==> src/include/mcr_pkg.sv <==
// Package: offsets, bit positions, reset values and command codes of the config registers
package mcr_pkg;

  // Register offsets, upper page
  localparam logic [7:0] POWER_AND_PAGE_CONFIG_OFS = 8'hBF;
  localparam logic [7:0] SLEEP_ON_IRQ_CONFIG_OFS = 8'hC7;
  localparam logic [7:0] SYSTEM_IRQ_ENABLES_OFS = 8'hCA;
  localparam logic [7:0] MATRIX_COMMAND_CONFIG_OFS = 8'hF5;

  // Page limits
  localparam logic [7:0] LOWER_PAGE_FIRST = 8'h20;
  localparam logic [7:0] LOWER_PAGE_LAST = 8'h7F;
  localparam logic [7:0] UPPER_PAGE_FIRST = 8'h80;

  // Field positions
  localparam int LOW_POWER_BIT = 5;
  localparam int PAGE_SEL_BIT = 4;
  localparam int WAIT_STRETCH_BIT = 2;
  localparam int SLEEP_ON_IRQ_BIT = 4;
  localparam int FLICKER_IRQ_EN_BIT = 6;
  localparam int MATRIX_DONE_IRQ_EN_BIT = 4;
  localparam int MATRIX_CMD_LSB = 3;
  localparam int MATRIX_CMD_MSB = 4;

  // Wait stretch factor of 16 as a shift
  localparam int WAIT_STRETCH_SHIFT = 4;

  // Reset values
  localparam logic [3:0] SLEEP_CFG_LOW_NIBBLE = 4'hC;
  localparam logic [1:0] MATRIX_CMD_RESET = 2'h2;

  // Switch-matrix commands
  typedef enum logic [1:0] {
    MCR_CMD_ROM_INIT = 2'h0,
    MCR_CMD_READ_CHAIN = 2'h1,
    MCR_CMD_WRITE_CHAIN = 2'h2,
    MCR_CMD_RESERVED = 2'h3
  } mcr_cmd_type;

endpackage : mcr_pkg

==> src/include/mcr_sleep_if.sv <==
// Interface: sleep-on-interrupt signals between register bank and sleep control
`timescale 1ns/1ps
interface mcr_sleep_if;
  logic sleep_on_irq;
  logic irq_pending;
  logic flag_clr;
  logic irq_sleep_flag;
  logic osc_run;

  modport ctrl (
    input sleep_on_irq,
    input irq_pending,
    input flag_clr,
    output irq_sleep_flag,
    output osc_run
  );

  modport cfg (
    output sleep_on_irq,
    output irq_pending,
    output flag_clr,
    input irq_sleep_flag,
    input osc_run
  );
endinterface : mcr_sleep_if

==> src/design/mcr_top.sv <==
// Miscellaneous configuration register bank with its control outputs
`timescale 1ns/1ps
module mcr_top (
  input wire logic clk, // System clock
  input wire logic rst_n, // Async reset, active low
  input wire logic [7:0] reg_addr, // Register address
  input wire logic reg_wr, // Write strobe
  input wire logic reg_rd, // Read strobe
  input wire logic [7:0] reg_wdata, // Write data
  output logic [7:0] reg_rdata_q, // Read data, one cycle after strobe
  output logic access_refused_q, // Pulse: address outside selected page
  output logic page_sel_q, // Lower page selected
  input wire logic all_idle, // Every function waiting or disabled
  output logic low_power_q, // Reduced-power state
  input wire logic [7:0] wait_time, // Programmed wait time
  output logic [11:0] wait_cycles_q, // Effective wait time
  input wire logic irq_pending, // Any interrupt pending
  input wire logic irq_sleep_clr, // Pulse: host clears sleep flag
  output logic irq_sleep_flag_q, // Sleeping because of interrupt
  output logic osc_run_q, // Oscillator enable
  input wire logic matrix_command_trigger, // Trigger level from host
  output logic cmd_rom_init_q, // Pulse: start ROM init
  output logic cmd_read_chain_q, // Pulse: start chain read
  output logic cmd_write_chain_q, // Pulse: start chain write
  input wire logic matrix_done, // Pulse: matrix command finished
  input wire logic [7:0] flicker_status, // Flicker-detection status
  output logic sys_irq_q // Pulse: system interrupt request
);

  // Address lies in the lower page
  function automatic logic in_lower(input logic [7:0] a);
    in_lower = (a >= mcr_pkg::LOWER_PAGE_FIRST) && (a <= mcr_pkg::LOWER_PAGE_LAST);
  endfunction : in_lower

  // Access reaches the bank given the page bit; page control always reachable
  function automatic logic hit(input logic [7:0] a, input logic [7:0] ofs, input logic pg);
    hit = (a == ofs) && (!pg || ofs == mcr_pkg::POWER_AND_PAGE_CONFIG_OFS);
  endfunction : hit

  logic low_power_en_q;
  logic wait_stretch_q;
  logic sleep_on_irq_q;
  logic flicker_irq_enable_q;
  logic matrix_done_irq_enable_q;
  mcr_pkg::mcr_cmd_type matrix_cmd_q;
  logic trig_prev_q;
  logic [7:0] flicker_prev_q;
  logic trig_rise;
  logic flicker_change;
  logic refused;

  mcr_sleep_if sl ();

  always_comb begin
    trig_rise = matrix_command_trigger & ~trig_prev_q;
    flicker_change = flicker_status != flicker_prev_q;
    refused = (reg_wr | reg_rd)
      & ((page_sel_q & ~in_lower(reg_addr) & reg_addr != mcr_pkg::POWER_AND_PAGE_CONFIG_OFS)
      | (~page_sel_q & in_lower(reg_addr)));
  end

  // Power and page register
  always_ff @(posedge clk or negedge rst_n) begin
    if (!rst_n) begin
      low_power_en_q <= 1'b0;
      page_sel_q <= 1'b0;
      wait_stretch_q <= 1'b0;
    end else if (reg_wr && hit(reg_addr, mcr_pkg::POWER_AND_PAGE_CONFIG_OFS, page_sel_q)) begin
      low_power_en_q <= reg_wdata[mcr_pkg::LOW_POWER_BIT];
      page_sel_q <= reg_wdata[mcr_pkg::PAGE_SEL_BIT];
      wait_stretch_q <= reg_wdata[mcr_pkg::WAIT_STRETCH_BIT];
    end
  end

  // Sleep config register
  always_ff @(posedge clk or negedge rst_n) begin
    if (!rst_n) begin
      sleep_on_irq_q <= 1'b0;
    end else if (reg_wr && hit(reg_addr, mcr_pkg::SLEEP_ON_IRQ_CONFIG_OFS, page_sel_q)) begin
      sleep_on_irq_q <= reg_wdata[mcr_pkg::SLEEP_ON_IRQ_BIT];
    end
  end

  // Interrupt enable register
  always_ff @(posedge clk or negedge rst_n) begin
    if (!rst_n) begin
      flicker_irq_enable_q <= 1'b0;
      matrix_done_irq_enable_q <= 1'b0;
    end else if (reg_wr && hit(reg_addr, mcr_pkg::SYSTEM_IRQ_ENABLES_OFS, page_sel_q)) begin
      flicker_irq_enable_q <= reg_wdata[mcr_pkg::FLICKER_IRQ_EN_BIT];
      matrix_done_irq_enable_q <= reg_wdata[mcr_pkg::MATRIX_DONE_IRQ_EN_BIT];
    end
  end

  // Matrix command register, resets to write-chain
  always_ff @(posedge clk or negedge rst_n) begin
    if (!rst_n) begin
      matrix_cmd_q <= mcr_pkg::mcr_cmd_type'(mcr_pkg::MATRIX_CMD_RESET);
    end else if (reg_wr && hit(reg_addr, mcr_pkg::MATRIX_COMMAND_CONFIG_OFS, page_sel_q)) begin
      matrix_cmd_q <= mcr_pkg::mcr_cmd_type'(
        reg_wdata[mcr_pkg::MATRIX_CMD_MSB:mcr_pkg::MATRIX_CMD_LSB]);
    end
  end

  // Read data and refusal pulse; reserved bits read as reset values
  always_ff @(posedge clk or negedge rst_n) begin
    if (!rst_n) begin
      reg_rdata_q <= 8'h00;
      access_refused_q <= 1'b0;
    end else begin
      access_refused_q <= refused;
      if (!reg_rd) begin
        reg_rdata_q <= 8'h00;
      end else if (hit(reg_addr, mcr_pkg::POWER_AND_PAGE_CONFIG_OFS, page_sel_q)) begin
        reg_rdata_q <= {2'b00, low_power_en_q, page_sel_q, 1'b0, wait_stretch_q, 2'b00};
      end else if (hit(reg_addr, mcr_pkg::SLEEP_ON_IRQ_CONFIG_OFS, page_sel_q)) begin
        reg_rdata_q <= {3'b000, sleep_on_irq_q, mcr_pkg::SLEEP_CFG_LOW_NIBBLE};
      end else if (hit(reg_addr, mcr_pkg::SYSTEM_IRQ_ENABLES_OFS, page_sel_q)) begin
        reg_rdata_q <= {1'b0, flicker_irq_enable_q, 1'b0, matrix_done_irq_enable_q, 4'h0};
      end else if (hit(reg_addr, mcr_pkg::MATRIX_COMMAND_CONFIG_OFS, page_sel_q)) begin
        reg_rdata_q <= {3'b000, matrix_cmd_q, 3'b000};
      end else begin
        reg_rdata_q <= 8'h00;
      end
    end
  end

  // Low-power state and stretched wait time
  always_ff @(posedge clk or negedge rst_n) begin
    if (!rst_n) begin
      low_power_q <= 1'b0;
      wait_cycles_q <= 12'h000;
    end else begin
      low_power_q <= low_power_en_q & all_idle;
      wait_cycles_q <= wait_stretch_q ? {wait_time, 4'h0} : {4'h0, wait_time};
    end
  end

  // Matrix command launch on trigger rise; reserved code ignored
  always_ff @(posedge clk or negedge rst_n) begin
    if (!rst_n) begin
      trig_prev_q <= 1'b0;
      cmd_rom_init_q <= 1'b0;
      cmd_read_chain_q <= 1'b0;
      cmd_write_chain_q <= 1'b0;
    end else begin
      trig_prev_q <= matrix_command_trigger;
      cmd_rom_init_q <= trig_rise && matrix_cmd_q == mcr_pkg::MCR_CMD_ROM_INIT;
      cmd_read_chain_q <= trig_rise && matrix_cmd_q == mcr_pkg::MCR_CMD_READ_CHAIN;
      cmd_write_chain_q <= trig_rise && matrix_cmd_q == mcr_pkg::MCR_CMD_WRITE_CHAIN;
    end
  end

  // System interrupt requests
  always_ff @(posedge clk or negedge rst_n) begin
    if (!rst_n) begin
      flicker_prev_q <= 8'h00;
      sys_irq_q <= 1'b0;
    end else begin
      flicker_prev_q <= flicker_status;
      sys_irq_q <= (flicker_irq_enable_q & flicker_change)
        | (matrix_done_irq_enable_q & matrix_done);
    end
  end

  // Sleep control hookup
  assign sl.sleep_on_irq = sleep_on_irq_q;
  assign sl.irq_pending = irq_pending;
  assign sl.flag_clr = irq_sleep_clr;
  assign irq_sleep_flag_q = sl.irq_sleep_flag;
  assign osc_run_q = sl.osc_run;

  mcr_sleep_ctrl u_sleep (
    .clk(clk),
    .rst_n(rst_n),
    .sl(sl.ctrl)
  );
endmodule : mcr_top

==> src/design/mcr_sleep_ctrl.sv <==
// Sleep-after-interrupt control: flag and oscillator gate
`timescale 1ns/1ps
module mcr_sleep_ctrl (
  input wire logic clk, // System clock
  input wire logic rst_n, // Async reset, active low
  mcr_sleep_if.ctrl sl // Sleep control signals
);

  logic flag_d;

  // Set wins over clear; clear only sticks once interrupts are gone or sleep-on-interrupt is off
  always_comb begin
    flag_d = (sl.sleep_on_irq & sl.irq_pending) | (sl.irq_sleep_flag & ~sl.flag_clr);
  end

  // Flag and oscillator gate move together
  always_ff @(posedge clk or negedge rst_n) begin
    if (!rst_n) begin
      sl.irq_sleep_flag <= 1'b0;
      sl.osc_run <= 1'b1;
    end else begin
      sl.irq_sleep_flag <= flag_d;
      sl.osc_run <= ~flag_d;
    end
  end
endmodule : mcr_sleep_ctrl

==> config.mk <==
export PLATFORM = sky130hd
export DESIGN_NAME = mcr_top
export DESIGN_NICKNAME = d
export VERILOG_FILES = /design/src/include/mcr_pkg.sv /design/src/include/mcr_sleep_if.sv /design/src/design/mcr_top.sv /design/src/design/mcr_sleep_ctrl.sv
export SDC_FILE = /design/constraint.sdc
export NUM_CORES = 1
export LEC_CHECK = 0
export ABC_CLOCK_PERIOD_IN_PS = 2100
export BUFFER_PORTS_ARGS = -buffer_cell sky130_fd_sc_hd__buf_2
export CORE_ASPECT_RATIO = 1.2
export CORE_UTILIZATION = 29
export CTS_CLUSTER_SIZE = 14
export DETAILED_ROUTE_END_ITERATION = 8
export GPL_ROUTABILITY_DRIVEN = 0
export PLACE_DENSITY_LB_ADDON = 0.2
export SYNTH_ARGS = -nofsm -noshare
export SYNTH_HDL_FRONTEND = slang
export SYNTH_SLANG_ARGS = --single-unit
==> constraint.sdc <==
create_clock -name clk -period 2.1 [get_ports clk]
set_input_delay 0 -clock clk [delete_from_list [all_inputs] [get_ports clk]]
set_output_delay 0 -clock clk [all_outputs]
set_load 0.02 [all_outputs]
Yosys cells after proc, flatten, opt, wreduce, memory -nomap -nowiden. Cells that the tools add are included.

Multiplexer cells: 6. Bitwise logic cells: 19. Magnitude comparators: 2. Eq/ne operators: 8. Reduce and logical (&&, ||, !) cells: 13.

Operator list (count): 8-bit == test (second input constant) (4); 8-bit two-way mux (2); 7-bit two-way mux (2); 12-bit two-way mux (1); 1-bit logical AND (11); 1-bit AND (10); 8-bit by 6-bit greater-or-equal comparator with 1-bit output (second input constant) (1); 8-bit by 7-bit <= comparator with 1-bit output (second input constant) (1); 8-bit != test (1); 8-bit != test (second input constant) (1); 5-bit two-way mux (1); 1-bit NOT (5); 1-bit OR (4); 2-bit by 1-bit == test with 1-bit output (second input constant) (1); 2-bit == test (second input constant) (1); 2-bit logical NOT (1); 1-bit logical NOT (1).

Output and inout port bits: 29. Bits of input ports: 41. Logic and storage cells: 67. Register bits: 45.

Depth between registers and ports, before layout.
Word-level depth: 7. Gate-level depth with buffers: 4.

Modules after synthesis. From an unflattened synthesis, not the netlist that was laid out.

Cell total of the unflattened synthesis: 122. Area, all modules: 1667.8 um2.

Modules (own cells, without submodules): mcr_top (area each 1596.5 um2, times used 1, sequential area each 1002.2 um2, cells each 116); mcr_sleep_ctrl (area each 71.3 um2, times used 1, sequential area each 51.3 um2, cells each 6).

Worst setup path before layout. OpenSTA, ideal clock, no wires.

Path type: reg2reg. From: reg page_sel_q. To: reg flicker_irq_enable_q. Clock period less this slack: 1.755 ns. Cell stages (with the launch flop): 5. Buffers on the path: 0. Arrival: 1.630 ns. Path slack: 0.345 ns. Required time: 1.975 ns. Library setup time: 0.125 ns. Cells stage by stage: dfrtp_1 or4b_4 nor4_4 nand2_1 mux2_2.

Cells in the longest elaborated chain, start to end: 3.

RTL lines: start, declared (line mcr_top.sv:12) `output logic page_sel_q,`; start signal, assigned (line mcr_top.sv:70) `page_sel_q <= reg_wdata[mcr_pkg::PAGE_SEL_BIT];`; 1-bit logical NOT (line mcr_top.sv:37) `hit = (a == ofs) && (!pg || ofs == mcr_pkg::POWER_AND_PAGE_CONFIG_OFS);`; 1-bit logical AND (line mcr_top.sv:37); 1-bit logical AND (line mcr_top.sv:89) `end else if (reg_wr && hit(reg_addr, mcr_pkg::SYSTEM_IRQ_ENABLES_OFS, page_sel_q)) begin`; end signal, assigned (line mcr_top.sv:90) `flicker_irq_enable_q <= reg_wdata[mcr_pkg::FLICKER_IRQ_EN_BIT];`; end, declared (line mcr_top.sv:43) `logic flicker_irq_enable_q;`.

No other way between the ends. A chain may end at the register's enable or synchronous reset.

Final worst setup path. Ends and elaborated chain as after synthesis.

==> results.sh <==
export IMPL_route_detailed_drc=0
export IMPL_final_fill_count=528
export IMPL_period_minus_slack_ns=1.79
export IMPL_track_usage=0.126
export IMPL_p_clk_frac=0.367
export IMPL_final_cell_mix="63 x buf_2, 40 x dfrtp_1, 27 x dlygate4sd3_1"
export IMPL_port_buffers=63
export IMPL_die_h_um=83.9
export IMPL_timing_rr_start="page_sel_q$_DFFE_PN0P_"
export IMPL_path_buf_inv=0
export IMPL_grt_ovfl_total=0
export IMPL_synth_cell_type_count=27
export IMPL_area_growth_pct=47.0
export IMPL_synth_seq_cells=42
export IMPL_numClockSinks=42
export IMPL_grt_antenna_before_repair=0
export IMPL_firstDrtPassIters=4
export IMPL_cp_top_family="simple AND/OR/NAND/NOR gates"
export IMPL_crit_type="reg2reg"
export IMPL_crit_cells=4
export IMPL_reg2reg_to="flicker_irq_enable_q$_DFFE_PN0P_"
export IMPL_cp_arrival_ns=1.96
export IMPL_cts_max_path_buffers=2
export IMPL_comb_power_share=0.120
export IMPL_maxCapViolations=0
export IMPL_setup_tns_ns=0
export IMPL_via_per_inst=4.46
export IMPL_slew_headroom=0.392
export IMPL_num_io_pins=70
export IMPL_fin_crit_sh=0.850
export IMPL_crit_start="page_sel_q$_DFFE_PN0P_"
export IMPL_core_um2=5330
export IMPL_cp_max_fo=7
export IMPL_switchingPower_uw=381
export IMPL_syn_area_um2=1620
export IMPL_cp_slowest_cell="or4b_4"
export IMPL_skew_ns=0.00772
export IMPL_finalHoldWorstSlack_ns=0.0148
export IMPL_ff2ff_setup_slack_ns=0.31
export IMPL_grt_max_degree=43
export IMPL_setup_viol=0
export IMPL_intPower_mw=1.30
export IMPL_cts_buffers=5
export IMPL_end_kind="register"
export IMPL_layout_commonest_cell="buf_2"
export IMPL_grt_pass1_wl_um=5770
export IMPL_crit_end="flicker_irq_enable_q$_DFFE_PN0P_"
export IMPL_htreeDepth=2
export IMPL_reg2reg_depth=4
export IMPL_wire_per_inst_um=12.7
export IMPL_vias=1240
export IMPL_crit_path_start_kind="register"
export IMPL_synth_edf_count=0
export IMPL_leakagePower_nw=1.17
export IMPL_critPathRequiredTime_ns=2.27
export IMPL_fin_nets=256
export IMPL_seq_area_um2=1050
export IMPL_clk_pin_slew_ns=0.08
export IMPL_async_reset_ff_frac=1.00
export IMPL_final_area_um2=2380
export IMPL_total_power_mw=1.68
export IMPL_critPathMaxStageDelay_ns=0.55
export IMPL_hold_class="in2reg"
export IMPL_worst_slack_ns=0.315
export IMPL_peakVddDrop_uv=277
export IMPL_cp_cell_sequence="or4b_4 -> nor4_4 -> nand2_1 -> mux2_2"
export IMPL_dp_hpwl_um=2550
export IMPL_multiInputGateArea_um2=543
export IMPL_max_slew_worst_pin_slew_ns=0.912
export IMPL_placed_area_um2=2000
export IMPL_cts_hold_buf=27
export IMPL_cts_tree="built"
export IMPL_grt_pass1_vias=1322
export IMPL_p_sw_frac=0.227
export IMPL_drt_initial_drc_count=25
export IMPL_clock_latency_ns=0.28
export IMPL_seq_power_share=0.512
export IMPL_post_place_ws_ns=0.330
export IMPL_ys_seq_area_frac=0.649
export IMPL_die_area_um2=5900
export IMPL_finalHoldViolations=0
export IMPL_antennaDiodeCount=0
export IMPL_drt_total_wl_um=3520
export IMPL_syn_mean_instance_area_um2=13.6
export IMPL_synthCells=119
export IMPL_start_util=0.304
export IMPL_post_cts_setup_buffer_count=0
export IMPL_synth_ff_type="dfrtp_1"
export IMPL_power_density_nw_per_um2=705
export IMPL_ant_nets=0
export IMPL_status="complete, no violations"
export IMPL_drive_gt1_frac=0.417
export IMPL_rsz0062_at_grt="no"
export IMPL_num_rows=29
export IMPL_clock_fmax_ghz=0.560
export IMPL_yosysWarningCount=0
export IMPL_cts_root_buffer="clkbuf_8"
export IMPL_die_w_um=70.3
export IMPL_maxSlewViolCount=0
export IMPL_cts_resized=0
[power by group through the flow]
stage                     Sequential [mW]  Combinational (mW)  Clock, mW
after global routing                0.866               0.222      0.677
final                               0.861               0.202      0.618
after floorplan                     0.895              0.0613          0
after detailed placement            0.877               0.166          0
after global placement              0.875               0.160          0
after CTS                           0.861               0.206      0.649
[cell type report]
| cell class | count | area share |
|---|---|---|
| multi-input cells | 73 | 0.228 |
| flip-flops and latches | 42 | 0.442 |
| clock inverters | 2 | 0.0157 |
| repair buffers | 91 | 0.249 |
| well taps | 62 | 0.0325 |
| inverters | 2 | 0.00315 |
| clock buffers | 6 | 0.0304 |
[sequential cells by signal, summed over array words and instances, names as in the netlist]
name,cells
u_sleep.sl.irq_sleep_flag,1
wait_cycles_q,12
wait_stretch_q,1
trig_prev_q,1
u_sleep.sl.osc_run,1
flicker_irq_enable_q,1
sys_irq_q,1
cmd_rom_init_q,1
flicker_prev_q,8
page_sel_q,1
cmd_write_chain_q,1
reg_rdata_q,5
matrix_done_irq_enable_q,1
matrix_cmd_q,2
sl.sleep_on_irq,1
low_power_q,1
low_power_en_q,1
cmd_read_chain_q,1
access_refused_q,1
[worst min-delay path by stage]
stage | startpoint | to | slack [ns] | cells past startpoint
floorplan | rst_n | access_refused_q$_DFF_PN0_ | -0.30 | 0
global placement | matrix_command_trigger | trig_prev_q$_DFF_PN0_ | 0.12 | 1
detailed placement | matrix_command_trigger | trig_prev_q$_DFF_PN0_ | 0.13 | 1
CTS | reg_wdata[4] | matrix_done_irq_enable_q$_DFFE_PN0P_ | 0.003 | 2
global route | reg_wdata[4] | matrix_done_irq_enable_q$_DFFE_PN0P_ | 0.003 | 2
finish | reg_wdata[4] | matrix_done_irq_enable_q$_DFFE_PN0P_ | 0.01 | 2
[metal layers]
metal / wire (um) / track usage
met4: 55 / 0.0545
met2: 1900 / 0.220
met5: 0 / 0
met1: 1420 / 0.144
met3: 136 / 0.0290
[Yosys cell counts, drive strengths merged, types with 3 or more instances]
library cell | count | area (um2)
and2 | 5 | 31.3
buf | 3 | 22.5
mux2 | 12 | 135
a21oi | 3 | 15.0
nor2b | 5 | 31.3
nand4 | 3 | 18.8
nor2 | 3 | 11.3
o21ai | 4 | 20.0
nand2 | 10 | 37.5
xnor2 | 8 | 70.1
nor3 | 3 | 15.0
dfrtp | 40 | 1000
[logic make-up (layout without fill, tap and decap cells)]
kind of cell | after synthesis | in the layout | share of synthesized area
DFF | 42 | 42 | 0.649
and+or+nand+nor | 41 | 41 | 0.168
muxes | 12 | 12 | 0.0833
AOI/OAI and AO/OA | 9 | 9 | 0.0332
xor gates and xnor gates | 8 | 8 | 0.0432
buffers and inverters | 6 | 101 | 0.0208
other | 1 | 3 | 0.00231
[per-stage QoR]
step                cells  utilization
floorplan             121            -
global placement      243        0.376
detailed placement    243        0.376
CTS                   278        0.447
global route          278        0.447
finish                278        0.447
No activity file was read; power rests on OpenSTA's default activity.
